### config.mk
export PLATFORM = sky130hd
export DESIGN_NAME = scs_context_select
export DESIGN_NICKNAME = d
export VERILOG_FILES = /design/src/shared/scs_pkg.sv /design/src/rtl/scs_index_calc.sv /design/src/rtl/scs_context_select.sv
export VERILOG_INCLUDE_DIRS = /design/src /design/src/shared
export SDC_FILE = /design/constraint.sdc
export NUM_CORES = 1
export LEC_CHECK = 0
export BUFFER_PORTS_ARGS = -buffer_cell sky130_fd_sc_hd__buf_2
export CAP_MARGIN = 20
export CORE_UTILIZATION = 50
export CTS_CLUSTER_SIZE = 16
export DETAILED_ROUTE_END_ITERATION = 10
export PLACE_DENSITY = 0.72
export SYNTH_ARGS = -nofsm -noshare
export SYNTH_HDL_FRONTEND = slang
export SYNTH_SLANG_ARGS = --single-unit
### constraint.sdc
create_clock -name clk_i -period 9.15 [get_ports clk_i]
set_input_delay 0.4575 -clock clk_i [delete_from_list [all_inputs] [get_ports clk_i]]
set_output_delay 0.4575 -clock clk_i [all_outputs]
set_load 0.1 [all_outputs]
### src/shared/scs_defines.svh
// Offsets, field positions, encodings and widths for the context select block
`ifndef SCS_DEFINES_SVH
`define SCS_DEFINES_SVH
`define SCS_ADDR_W 52
`define SCS_SSID_W 20
`define SCS_PTR_HI 51
`define SCS_PTR_LO 6
`define SCS_CD_SHIFT 6
`define SCS_FMT_LINEAR 2'h0
`define SCS_FMT_L2_4K 2'h1
`define SCS_FMT_L2_64K 2'h2
`define SCS_DSS_TERM 2'h0
`define SCS_DSS_BYPASS 2'h1
`define SCS_DSS_SUB0 2'h2
`define SCS_L2_4K_BITS 6
`define SCS_L2_64K_BITS 10
`define SCS_L1_ENTRY_SHIFT 3
`define SCS_L2_4K_ALIGN 12
`define SCS_L2_64K_ALIGN 16
`define SCS_REG_CTRL 4'h0
`define SCS_REG_PTR_LO 4'h1
`define SCS_REG_PTR_HI 4'h2
`define SCS_REG_FIELDS 4'h3
`define SCS_REG_CAPS 4'h4
`define SCS_REG_EVENTS 4'h5
`define SCS_REG_COUNT 4'h6
`define SCS_CTRL_RST 3'h0
`define SCS_IAS_RST 6'h30
`endif

### src/shared/scs_pkg.sv
// Types shared by the context select block
package scs_pkg;
	typedef enum logic [2:0] {
		SCS_RES_NONE,
		SCS_RES_BAD_SUBSTREAM,
		SCS_RES_STREAM_DISABLED,
		SCS_RES_S1_BYPASS,
		SCS_RES_S1_ADDR_SIZE,
		SCS_RES_FETCH_CD,
		SCS_RES_FETCH_L1
	} scs_result_t;

	typedef struct packed {
		logic [19:0] sub_flow_index;
		logic has_index;
		logic [51:0] input_addr;
	} scs_txn_t;

	typedef struct packed {
		scs_result_t result;
		logic [51:0] fetch_addr;
		logic addr_is_ipa;
		logic s2_after;
		logic [9:0] l2_index;
	} scs_ans_t;
endpackage : scs_pkg

### src/rtl/scs_index_calc.sv
// Combinational index and address former for descriptor fetches
`timescale 1ns/1ps
`include "scs_defines.svh"
module scs_index_calc (
	input wire logic [45:0] ctx_ptr_i,
	input wire logic [1:0] fmt_i,
	input wire logic [4:0] count_log2_i,
	input wire logic [19:0] index_i,
	output logic [51:0] addr_o,
	output logic two_level_o,
	output logic [9:0] l2_index_o
);
	import scs_pkg::*;

	// Keep only the low n bits of an index
	function automatic logic [19:0] scs_low_bits(input logic [19:0] v, input logic [4:0] n);
		logic [20:0] m;
		m = (21'h1 << n) - 21'h1;
		scs_low_bits = v & m[19:0];
	endfunction : scs_low_bits

	logic [51:0] base;
	logic [19:0] lin_idx;
	logic [19:0] l1_idx;
	logic [19:0] masked;
	logic [51:0] align_mask;

	assign base = {ctx_ptr_i, 6'h00};
	assign masked = scs_low_bits(index_i, count_log2_i);

	// A linear table base is size aligned, so pointer bits inside the span read as zero
	always_comb begin
		lin_idx = masked;
		l1_idx = 20'h0_0000;
		align_mask = {52{1'b1}};
		two_level_o = 1'b0;
		l2_index_o = 10'h000;
		addr_o = base;
		if (fmt_i == `SCS_FMT_L2_4K) begin
			two_level_o = 1'b1;
			l1_idx = masked >> `SCS_L2_4K_BITS;
			l2_index_o = {4'h0, index_i[5:0]};
			addr_o = base + {29'h0, l1_idx, 3'h0};
		end else if (fmt_i == `SCS_FMT_L2_64K) begin
			two_level_o = 1'b1;
			l1_idx = masked >> `SCS_L2_64K_BITS;
			l2_index_o = index_i[9:0];
			addr_o = base + {29'h0, l1_idx, 3'h0};
		end else begin
			align_mask = ~({32'h0, scs_low_bits(20'hF_FFFF, count_log2_i)} << `SCS_CD_SHIFT);
			addr_o = (base & align_mask) + ({32'h0, lin_idx} << `SCS_CD_SHIFT);
		end
	end
endmodule : scs_index_calc

### src/rtl/scs_context_select.sv
// Stream context select: sub-flow checks, default policy and descriptor address
`timescale 1ns/1ps
`include "scs_defines.svh"
// Summary of operation
// Stage one off: abort indexed traffic, flag
// Zero count or width: one descriptor only
// Two-level format needs two-level support
// Stage two on: pointers are intermediate addresses
// Pointer holds bits 51:6, rest zero
// Stage two translates pointer; software keeps range
// Stage one off: pointer ignored
// Count field is log2 of descriptors
// Zero id width: abort indexed traffic
// Zero count: one descriptor, abort indexed
// Index beyond span aborts, flag event
// Count must not exceed id width
// Policy governs unindexed traffic when enabled
// Terminate policy: abort, stream disabled fault
// Bypass policy: skip stage one, size check
// Bypass fetches no descriptor, no fetch faults
// Sub-flow zero policy: use descriptor zero
// Sub-flow zero policy: index zero aborts
// Reserved policy acts as terminate
// Linear table indexed by low index bits
// Two-level: high bits first, low second
// Fetch address is base plus index times 64
module scs_context_select (
	input wire logic clk_i,
	input wire logic rst_b_i,
	input wire logic [3:0] reg_addr_i,
	input wire logic [31:0] reg_wdata_i,
	input wire logic reg_wr_i,
	input wire logic reg_rd_i,
	output logic [31:0] reg_rdata_o,
	input wire logic txn_valid_i,
	input wire scs_pkg::scs_txn_t txn_i,
	output logic ans_valid_o,
	output scs_pkg::scs_ans_t ans_o,
	output logic invalid_substream_event_o,
	output logic stream_disabled_fault_o
);
	import scs_pkg::*;

	// Software visible state
	logic [2:0] stream_config;
	logic [45:0] context_table_pointer;
	logic [1:0] context_table_format;
	logic [4:0] context_count_log2;
	logic [1:0] default_substream_policy;
	logic [4:0] substream_id_width;
	logic two_level_context_supported;
	logic [5:0] input_address_size;
	logic [15:0] bad_sub_count;
	logic [15:0] disabled_count;
	logic [2:0] next_stream_config;
	logic [45:0] next_context_table_pointer;
	logic [1:0] next_context_table_format;
	logic [4:0] next_context_count_log2;
	logic [1:0] next_default_substream_policy;
	logic [4:0] next_substream_id_width;
	logic next_two_level_context_supported;
	logic [5:0] next_input_address_size;
	logic [15:0] next_bad_sub_count;
	logic [15:0] next_disabled_count;
	logic [31:0] next_reg_rdata;

	// Answer path state
	logic next_ans_valid;
	scs_ans_t next_ans;
	logic next_bad_event;
	logic next_dis_event;

	logic s1_en;
	logic s2_en;
	logic subs_on;
	logic [1:0] eff_fmt;
	logic [1:0] eff_policy;
	logic [51:0] calc_addr;
	logic calc_two_level;
	logic [9:0] calc_l2;
	logic [19:0] use_index;
	logic in_span;
	logic addr_too_big;
	logic illegal_cfg;

	// Stream configuration bits: bit 0 enables stage one, bit 1 stage two
	assign s1_en = stream_config[0];
	assign s2_en = stream_config[1];
	// Sub-flows live only with stage one, a non-zero count and support for ids
	assign subs_on = s1_en && (context_count_log2 != 5'h00) && (substream_id_width != 5'h00);
	// Format ignored unless sub-flows are live; reserved format behaves as linear once two-level support is set
	assign eff_fmt = (subs_on && context_table_format != 2'h3) ?
		context_table_format : `SCS_FMT_LINEAR;
	// Reserved policy folds onto terminate
	assign eff_policy = (default_substream_policy == 2'h3) ?
		`SCS_DSS_TERM : default_substream_policy;
	assign use_index = (txn_i.has_index && subs_on) ? txn_i.sub_flow_index : 20'h0_0000;
	// Span is 2 to the count; indices at or above it are out of range
	assign in_span = ({12'h000, txn_i.sub_flow_index} >> context_count_log2) == 32'h0;
	// Stage one address size: any bit at or above the input size is out of range
	assign addr_too_big = (txn_i.input_addr >> input_address_size) != 52'h0;
	// Bad programming is reported as a bad sub-flow on indexed traffic and in the status register
	assign illegal_cfg = (subs_on && !two_level_context_supported &&
		context_table_format != `SCS_FMT_LINEAR) ||
		(s1_en && context_count_log2 > substream_id_width && substream_id_width != 5'h00);

	// Address former; the count is forced to zero when sub-flows are off so
	// that a stale count cannot skew the single descriptor address
	scs_index_calc u_calc (
		.ctx_ptr_i(context_table_pointer),
		.fmt_i(eff_fmt),
		.count_log2_i(subs_on ? context_count_log2 : 5'h00),
		.index_i(use_index),
		.addr_o(calc_addr),
		.two_level_o(calc_two_level),
		.l2_index_o(calc_l2)
	);

	// Decide how the incoming transaction is handled
	always_comb begin
		next_ans_valid = txn_valid_i;
		next_ans = '0;
		next_ans.result = SCS_RES_NONE;
		next_bad_event = 1'b0;
		next_dis_event = 1'b0;
		next_ans.addr_is_ipa = s2_en;
		next_ans.s2_after = s2_en;
		// Refusals are tested first so a bad index never reaches a fetch
		if (txn_valid_i) begin
			if (!s1_en) begin
				// Pointer untouched here; only stage two may follow
				if (txn_i.has_index) begin
					next_ans.result = SCS_RES_BAD_SUBSTREAM;
					next_bad_event = 1'b1;
				end else begin
					next_ans.result = SCS_RES_S1_BYPASS;
				end
			end else if (txn_i.has_index) begin
				if (substream_id_width == 5'h00 || context_count_log2 == 5'h00) begin
					next_ans.result = SCS_RES_BAD_SUBSTREAM;
					next_bad_event = 1'b1;
				end else if (!in_span || illegal_cfg) begin
					next_ans.result = SCS_RES_BAD_SUBSTREAM;
					next_bad_event = 1'b1;
				end else if (eff_policy == `SCS_DSS_SUB0 &&
					txn_i.sub_flow_index == 20'h0_0000) begin
					next_ans.result = SCS_RES_STREAM_DISABLED;
					next_dis_event = 1'b1;
				end else begin
					next_ans.result = calc_two_level ? SCS_RES_FETCH_L1 : SCS_RES_FETCH_CD;
					next_ans.fetch_addr = calc_addr;
					next_ans.l2_index = calc_l2;
				end
			end else if (!subs_on) begin
				// One descriptor at the pointer itself
				next_ans.result = SCS_RES_FETCH_CD;
				next_ans.fetch_addr = {context_table_pointer, 6'h00};
			end else begin
				unique case (eff_policy)
					`SCS_DSS_BYPASS: begin
						// No fetch address leaves, so no fetch fault can follow
						if (addr_too_big) begin
							next_ans.result = SCS_RES_S1_ADDR_SIZE;
							next_ans.s2_after = 1'b0;
						end else begin
							next_ans.result = SCS_RES_S1_BYPASS;
						end
					end
					`SCS_DSS_SUB0: begin
						next_ans.result = calc_two_level ? SCS_RES_FETCH_L1 : SCS_RES_FETCH_CD;
						next_ans.fetch_addr = calc_addr;
						next_ans.l2_index = calc_l2;
					end
					default: begin
						next_ans.result = SCS_RES_STREAM_DISABLED;
						next_dis_event = 1'b1;
					end
				endcase
			end
		end
	end

	// Register the answer; a transaction is answered in the following cycle
	always_ff @(posedge clk_i or negedge rst_b_i) begin
		if (!rst_b_i) begin
			ans_valid_o <= 1'b0;
			ans_o <= '0;
			invalid_substream_event_o <= 1'b0;
			stream_disabled_fault_o <= 1'b0;
		end else begin
			ans_valid_o <= next_ans_valid;
			ans_o <= next_ans;
			invalid_substream_event_o <= next_bad_event;
			stream_disabled_fault_o <= next_dis_event;
		end
	end

	// Register writes, event counters and read mux
	always_comb begin
		next_stream_config = stream_config;
		next_context_table_pointer = context_table_pointer;
		next_context_table_format = context_table_format;
		next_context_count_log2 = context_count_log2;
		next_default_substream_policy = default_substream_policy;
		next_substream_id_width = substream_id_width;
		next_two_level_context_supported = two_level_context_supported;
		next_input_address_size = input_address_size;
		next_bad_sub_count = bad_sub_count;
		next_disabled_count = disabled_count;
		next_reg_rdata = 32'h0000_0000;
		// Counters saturate rather than wrap so a flood is still visible
		if (next_bad_event && bad_sub_count != 16'hFFFF) begin
			next_bad_sub_count = bad_sub_count + 16'h0001;
		end
		if (next_dis_event && disabled_count != 16'hFFFF) begin
			next_disabled_count = disabled_count + 16'h0001;
		end
		// Unmapped indices are ignored on write and read back as zero
		if (reg_wr_i) begin
			unique case (reg_addr_i)
				`SCS_REG_CTRL: next_stream_config = reg_wdata_i[2:0];
				`SCS_REG_PTR_LO: next_context_table_pointer[25:0] = reg_wdata_i[31:6];
				`SCS_REG_PTR_HI: next_context_table_pointer[45:26] = reg_wdata_i[19:0];
				`SCS_REG_FIELDS: begin
					next_context_table_format = reg_wdata_i[1:0];
					next_context_count_log2 = reg_wdata_i[12:8];
					next_default_substream_policy = reg_wdata_i[17:16];
				end
				`SCS_REG_CAPS: begin
					next_substream_id_width = reg_wdata_i[4:0];
					next_two_level_context_supported = reg_wdata_i[8];
					next_input_address_size = reg_wdata_i[21:16];
				end
				// Write to the event register clears both counters; a same-cycle event wins
				`SCS_REG_EVENTS: begin
					next_bad_sub_count = {15'h0000, next_bad_event};
					next_disabled_count = {15'h0000, next_dis_event};
				end
				default: begin
				end
			endcase
		end
		if (reg_rd_i) begin
			unique case (reg_addr_i)
				`SCS_REG_CTRL: next_reg_rdata = {29'h0000_0000, stream_config};
				`SCS_REG_PTR_LO: next_reg_rdata = {context_table_pointer[25:0], 6'h00};
				`SCS_REG_PTR_HI: next_reg_rdata = {12'h000, context_table_pointer[45:26]};
				`SCS_REG_FIELDS: next_reg_rdata = {14'h0000, default_substream_policy,
					3'h0, context_count_log2, 6'h00, context_table_format};
				`SCS_REG_CAPS: next_reg_rdata = {10'h000, input_address_size, 7'h00,
					two_level_context_supported, 3'h0, substream_id_width};
				`SCS_REG_EVENTS: next_reg_rdata = {disabled_count, bad_sub_count};
				`SCS_REG_COUNT: next_reg_rdata = {31'h0000_0000, illegal_cfg};
				default: next_reg_rdata = 32'h0000_0000;
			endcase
		end
	end

	// Register state; read data holds only for the cycle after the strobe
	always_ff @(posedge clk_i or negedge rst_b_i) begin
		if (!rst_b_i) begin
			stream_config <= `SCS_CTRL_RST;
			context_table_pointer <= '0;
			context_table_format <= 2'h0;
			context_count_log2 <= 5'h00;
			default_substream_policy <= 2'h0;
			substream_id_width <= 5'h00;
			two_level_context_supported <= 1'b0;
			// Input address size leaves reset at its default width
			input_address_size <= `SCS_IAS_RST;
			bad_sub_count <= 16'h0000;
			disabled_count <= 16'h0000;
			reg_rdata_o <= 32'h0000_0000;
		end else begin
			stream_config <= next_stream_config;
			context_table_pointer <= next_context_table_pointer;
			context_table_format <= next_context_table_format;
			context_count_log2 <= next_context_count_log2;
			default_substream_policy <= next_default_substream_policy;
			substream_id_width <= next_substream_id_width;
			two_level_context_supported <= next_two_level_context_supported;
			input_address_size <= next_input_address_size;
			bad_sub_count <= next_bad_sub_count;
			disabled_count <= next_disabled_count;
			reg_rdata_o <= next_reg_rdata;
		end
	end
endmodule : scs_context_select

==> results.cfg, run 1 <==
[pwr]
power.leakage_nw = 6.97
sw_frac_of_total_pct = 43.1
clockPowerShare_pct = 26.2
internal_power_mw = 1.91
seq_power_share_pct = 36.3
p_total_mw = 3.36
power_frac_comb_pct = 37.6
p_sw_mw = 1.45
power.density_nw_per_um2 = 213
irDropWorstVdd_uv = 125

[place]
dpl.hpwl_um = 35300
portBuffers = 212
dp_cells = 2016
placed_cell_area_sq_um = 15100
gp_congestion = 1.00
dp_slack_ns = 2.45

[cts]
ctsHtreeMaxLevel = 1
cts-hold-fix-buffers = 1
numCtsBuffers = 22
cts_tree = done
cts_sinks = 201
clock-root-buffer = clkbuf_16
clk_pin_slew_worst_paths_ns = 0.06
post_cts_buffers = 0
cts.path.max_buffers = 3
clk_latency_ns = 0.53
cts_resized = 0

[hold_path]
hp-class = input port to register
holdCritStartpoint = txn_valid_i
min_path_cells = 1
whs_endpoint = ans_valid_o

[setup_path]
r2r_end = ans_o[61]
cp.arrival_ns = 7.29
worst_setup_path_end_kind = register
worst-setup-path-type = register to register
r2r_cells = 19
required_ns = 9.56
r2r_start = context_count_log2[3]
cp_max_fo = 22
timing.critical_path.from_type = register
reg2reg_setup_slack_ns = 2.27

[sta]
fin_tns_setup_ns = 0
slew_headroom_pct = 31.2
setup_viol = 0
timing.hold.ws_ns = 0.150
worst_pin_slew_ns = 1.03
period_share_pct = 75.2
clock_skew_ns = 0.0215
finalCriticalPeriod_ns = 6.88
slew_viol_final = 0
rsz0062_at_grt = no
clock.fmax_mhz = 145
hold_violations = 0
setup_ws_ns = 2.27

[synth]
postSynthAreaPerCell_sq_um = 9.00
synth-main-ff-cell = dfrtp_1
synth_edf_count = 0
synth_top_area_share_pct = 36.3
synthDistinctLibCells = 103
syn_area_sq_um = 13700
syn-instance-count = 1526
async_reset_ff_share_pct = 100
synth_seq_cells = 201
synth_warnings = 0
synth_seq_area_share_pct = 36.7
synth.area.top_cells = dfrtp_1 (36%), mux2_2 (6.7%), nor2_1 (3.9%)
synth_area_leader_cell = dfrtp_1

[cells_and_area]
fin_util_pct = 58.7
drive_above_1_share_pct = 24.3
nets = 1845
instances_no_fill = 2057
final_cell_area_sq_um = 15800
syn2layout_area_growth_pct = 15.2

[global_routing]
antenna_found_initial = 1
grt_max_degree = 74
grt_pass1_wl_um = 74100
gr-total-overflow = 0
grt_pass1_vias = 12600
grtUsageTotal_pct = 33.8

[floorplanning]
die_x_um = 168
rows = 60
pin_count = 216
die_h_um = 168
core_sq_um = 27000
die_area_sq_um = 28100
initial_core_util_pct = 50.9

[routing]
drt-initial-drc-count = 1633
drc = 0
wire_per_inst_um = 23.2
vias_per_cell = 6.52
drtPass1Iterations = 6
vias = 13400
final_antenna_net_count = 0
drt-total-wl_um = 47600

[outcome]
status = finished clean

[job]
drv_cap = 0
flip-flops by register name, indices dropped and copies added (netlist names):
register and count:
ans_o 64, context_table_pointer 46, reg_rdata_o 32, bad_sub_count 16, disabled_count 16, input_address_size 6
context_count_log2 5, substream_id_width 5, stream_config 3, context_table_format 2, default_substream_policy 2, ans_valid_o 1
invalid_substream_event_o 1, stream_disabled_fault_o 1, two_level_context_supported 1
synth_stat cells, drive strengths merged, types with 18 or more instances:
master / instances
mux2: 82
and3: 28
nand3: 54
a211oi: 28
nand2: 122
and2: 26
a21oi: 81
a31oi: 25
mux2i: 26
a22oi: 48
xnor2: 37
ha: 28
clkbuf: 69
nor2: 142
nor3: 57
o21ai: 60
buf: 24
dfrtp: 199
nand4: 18
inv: 58
critical path, stage by stage (launching register included):
cell,delay (ns)
dfrtp_1,0.61
or3_4,0.51
o221ai_2,0.82
inv_2,0.34
ha_1,0.58
mux2_2,0.39
a221o_1,0.38
nand3_1,0.17
inv_1,0.10
ha_1,0.30
a211oi_1,0.25
nor2_1,0.10
o41a_1,0.32
maj3_1,0.45
a221oi_1,0.39
a2111o_1,0.28
a31oi_4,0.20
and3_1,0.24
nor3b_2,0.15
o21a_1,0.18
cell usage in the layout, fill, tap and decap left out, types with 8 or more instances in the layout:
master / n
xor2_1: 16
buf_2: 211
mux2i_1: 26
o2111ai_1: 8
nor4_1: 14
and3_1: 27
nand2b_1: 15
o21a_1: 14
ha_1: 28
o211ai_1: 17
inv_1: 54
o21ai_1: 14
a211oi_1: 26
a22oi_1: 48
nand4_1: 18
nor2_1: 141
xnor2_1: 37
a21o_1: 13
a21oi_1: 80
dfrtp_1: 198
nor2b_1: 15
or3_1: 13
o21ai_0: 46
clkbuf_16: 22
or2_2: 8
a31oi_1: 23
and2_1: 25
nand3_1: 54
buf_4: 27
mux2_2: 82
nand2_1: 122
mux4_2: 9
a2111oi_0: 11
nor3_1: 54
a32oi_1: 10
power groups by stage:
stage / logic [mW] / clock network (mW) / registers (mW)
floorplan: 0.756 / 0 / 1.28
detailed placement: 1.23 / 0 / 1.22
global route: 1.34 / 0.923 / 1.23
CTS: 1.23 / 0.887 / 1.21
global placement: 1.22 / 0 / 1.22
finish: 1.26 / 0.880 / 1.22
metal layers:
| layer | global-route usage [%] | routed length [um] | vias to the layer above |
|---|---|---|---|
| met4 | 10.7 | 1410 | 0 |
| met1 | 48.2 | 20100 | 6465 |
| li1 | - | - | 6053 |
| met5 | 0 | 0 | - |
| met3 | 6.15 | 5060 | 99 |
| met2 | 51.9 | 21000 | 796 |
cells by family (layout without fill, tap and decap cells):
family | after synthesis | after routing | synth area share (%)
compound gates | 411 | 411 | 21.6
xor+xnor | 53 | 53 | 3.38
mux | 117 | 117 | 10.1
simple gates | 553 | 553 | 20.4
buf+inv | 154 | 340 | 4.51
fa+ha+maj | 36 | 36 | 3.28
flops | 201 | 201 | 36.7
other cells | 1 | 5 | 0.0273
final cells by class:
type	count	area [sq um]
Inverter	61	229
Fill cell	2345	11100
Antenna cell	1	2.50
Timing Repair Buffer	241	1290
Sequential cell	201	5030
Tap cell	341	427
Clock buffer	29	627
Clock inverter	9	86.3
Multi-Input combinational cell	1174	8120
worst max-delay path by stage:
stage                     depth (start not counted)         to             startpoint  slack (ns)
after floorplan                                  22  ans_o[61]  substream_id_width[1]        3.79
after global placement                           19  ans_o[61]  context_count_log2[3]        2.68
after detailed placement                         19  ans_o[61]  context_count_log2[3]        2.45
after CTS                                        19  ans_o[61]  context_count_log2[3]        2.44
after global routing                             19  ans_o[61]  context_count_log2[3]        1.95
final                                            19  ans_o[61]  context_count_log2[3]        2.27
(Power assumes the default switching activity.)
==> run 2: changes to the inputs <==
Settings changed: ABC_AREA set to 1, PLACE_DENSITY 0.72 to 0.71.
Clock period 9.15 ns to 6.73 ns, I/O delays scaled along.
==> run 2 against run 1 <==
  * Hold slack got worse by 0.13 ns
  * Combinational power grew 86%
  * Largest cell class unchanged
  * Critical endpoint is now ans_o[52]
  * Fmax increased by 15%
  * Flip-flop and latch count unchanged
  * Die area increased by 19%
==> results.cfg, run 2 <==
[setup_path]
reg2reg_setup_slack_ns = 0.73
crit_path_top_delay_cell = dfrtp_1
path_buf_inv = 4
required_ns = 7.17
r2r_start = context_count_log2[0]
cp_max_fo = 31
worst_setup_path_end_kind = register
r2r_end = ans_o[52]
crit_path_max_incr_delay_ns = 0.90
cp.arrival_ns = 6.44
worst-setup-path-type = register to register
r2r_cells = 32
cp_common_cell = nand2_1
timing.critical_path.from_type = register
cp_top_family = simple AND/OR/NAND/NOR gates

[routing]
vias = 19100
vias_per_cell = 5.99
drt-initial-drc-count = 2252
drt-total-wl_um = 69200
drtPass1Iterations = 6
final_antenna_net_count = 0
drc = 0
wire_per_inst_um = 21.7

[global_routing]
busiest_layer = met2
met3_usage_pct = 8.76
grt_pass1_vias = 17600
met2_usage_pct = 64.5
gr-total-overflow = 0
antenna_found_initial = 3
grt_max_degree = 76
grt_pass1_wl_um = 105000
met1_usage_pct = 54.9
grtUsageTotal_pct = 41.2

[sta]
hold_violations = 0
period_share_pct = 89.1
fin_tns_setup_ns = 0
rsz0062_at_grt = no
slew_viol_final = 0
setup_viol = 0
slew_headroom_pct = 25.4
clock_skew_ns = 0.0232
clock.fmax_mhz = 167
worst_pin_slew_ns = 1.11
finalCriticalPeriod_ns = 6.00

[synth]
synthMostInstantiatedCell = nand2_1
synth_warnings = 0
synth_area_leader_cell = dfrtp_1
syn-instance-count = 2572
synth_seq_cells = 201
yosys-top-cells-count = nand2_1 (717), inv_1 (298), nor2_1 (239)
postSynthAreaPerCell_sq_um = 6.37
synth.area.top_cells = dfrtp_1 (30%), nand2_1 (16%), inv_1 (6.8%)
synth_seq_area_share_pct = 30.7
synthDistinctLibCells = 67
synth_edf_count = 0
syn_area_sq_um = 16400
async_reset_ff_share_pct = 100
synth-main-ff-cell = dfrtp_1
synth_top_area_share_pct = 30.4

[floorplanning]
initial_core_util_pct = 51.4
core_sq_um = 31900
die_h_um = 183
die_x_um = 183
rows = 65
pin_count = 216
die_area_sq_um = 33500

[cells_and_area]
mostFrequentLayoutCells = nand2_1 (717), inv_1 (298), nor2_1 (239)
nets = 2879
final_cell_area_sq_um = 18700
top_regs = ans_o: 64 flops, context_table_pointer: 46 flops, reg_rdata_o: 32 flops
largest_reg_flops = 64
drive_above_1_share_pct = 14.1
final_common_cell = nand2_1
top_register = ans_o
syn2layout_area_growth_pct = 13.9

[cts]
cts_resized = 0
clock-root-buffer = clkbuf_16
cts_tree = done
numCtsBuffers = 25
clk_pin_slew_worst_paths_ns = 0.06
clk_latency_ns = 0.57
cts.path.max_buffers = 3
cts_sinks = 201
ctsHtreeMaxLevel = 1

[pwr]
irDropWorstVdd_uv = 226
power.density_nw_per_um2 = 292
power.leakage_nw = 9.48

[job]
drv_cap = 0

[place]
placed_cell_area_sq_um = 17700
dpl.hpwl_um = 52200
portBuffers = 212
gp_congestion = 1.01

[hold_path]
holdCritStartpoint = reg_wdata_i[26]
min_path_cells = 3
hp-class = input port to register
whs_endpoint = context_table_pointer[20]

[outcome]
status = finished clean
run 2: worst max path at each step:
| stage | start | to | slack (ns) | cells after the start |
|---|---|---|---|---|
| after detailed placement | context_count_log2[0] | ans_o[52] | 0.97 | 32 |
| after global placement | context_count_log2[0] | ans_o[60] | 1.25 | 32 |
| after floorplan | context_count_log2[4] | ans_o[58] | 2.18 | 36 |
| after CTS | context_count_log2[0] | ans_o[52] | 0.92 | 32 |
| after global routing | context_count_log2[0] | ans_o[52] | 0.16 | 32 |
| final | context_count_log2[0] | ans_o[52] | 0.73 | 32 |
run 2: power breakdown:
part           leakage (nW)  switching (mW)  internal, mW  total [mW]
sequential             2.63           0.310          1.38        1.69
clock                 0.409           0.578         0.835        1.41
combinational          6.43            1.73         0.613        2.34
run 2: routing by layer:
metal / part of all wire [%] / up-vias
li1: - / 8799
met1: 41 / 8953
met2: 44 / 1154
met3: 11 / 194
met4: 4.6 / 4
met5: 0.036 / -
run 2: per-stage QoR:
step / worst slack (ns) / total power [mW] / std cells / hold WS, ns / utilization [%]
5_1_grt: 0.163 / 5.70 / 3187 / 0.0169 / 58.5
3_3_place_gp: 1.25 / 3.92 / 3136 / 0.412 / 55.6
3_5_place_dp: 0.969 / 3.95 / 3137 / 0.419 / 55.7
6_report: 0.732 / 5.44 / 3188 / 0.0220 / 58.5
2_1_floorplan: 2.18 / 3.21 / 2575 / 0.0409 / -
4_1_cts: 0.916 / 5.36 / 3185 / 0.0109 / 58.4
run 2: repair_timing:
item,4_1_cts,5_1_grt
hold buffers,4,0
setup buffers,0,0
hold endpoints to repair,73,0
setup endpoints to repair,0,0
run 2: logic make-up after synthesis:
family                   count (synthesis)  synth area share [%]
flip-flops                             201                  30.7
other                                    1                0.0229
AND/OR/NAND/NOR                       1365                  36.7
XOR/XNOR                                41                  2.19
AO/OA/AOI/OAI                          494                  17.2
buffers and inverters                  427                  10.0
multiplexers                            13                 0.802
adder cells (fa/ha/maj)                 30                  2.38
run 2: worst reg2reg max path, delay by kind of cell (launching register included):
family	cells	cell delay [ns]
and+or+nand+nor	23	2.85
DFF	1	0.90
adders and majority gates	2	0.77
buffers and inverters	4	0.68
AOI/OAI and AO/OA	3	0.66
run 2: cell type report:
cell class,count,area [sq um]
Multi-Input combinational cell,1947,9720
Inverter,318,1190
Tap cell,435,544
Clock inverter,10,146
Antenna cell,1,2.50
Timing Repair Buffer,242,1330
Clock buffer,34,689
Sequential cell,201,5030
Fill cell,3138,13200
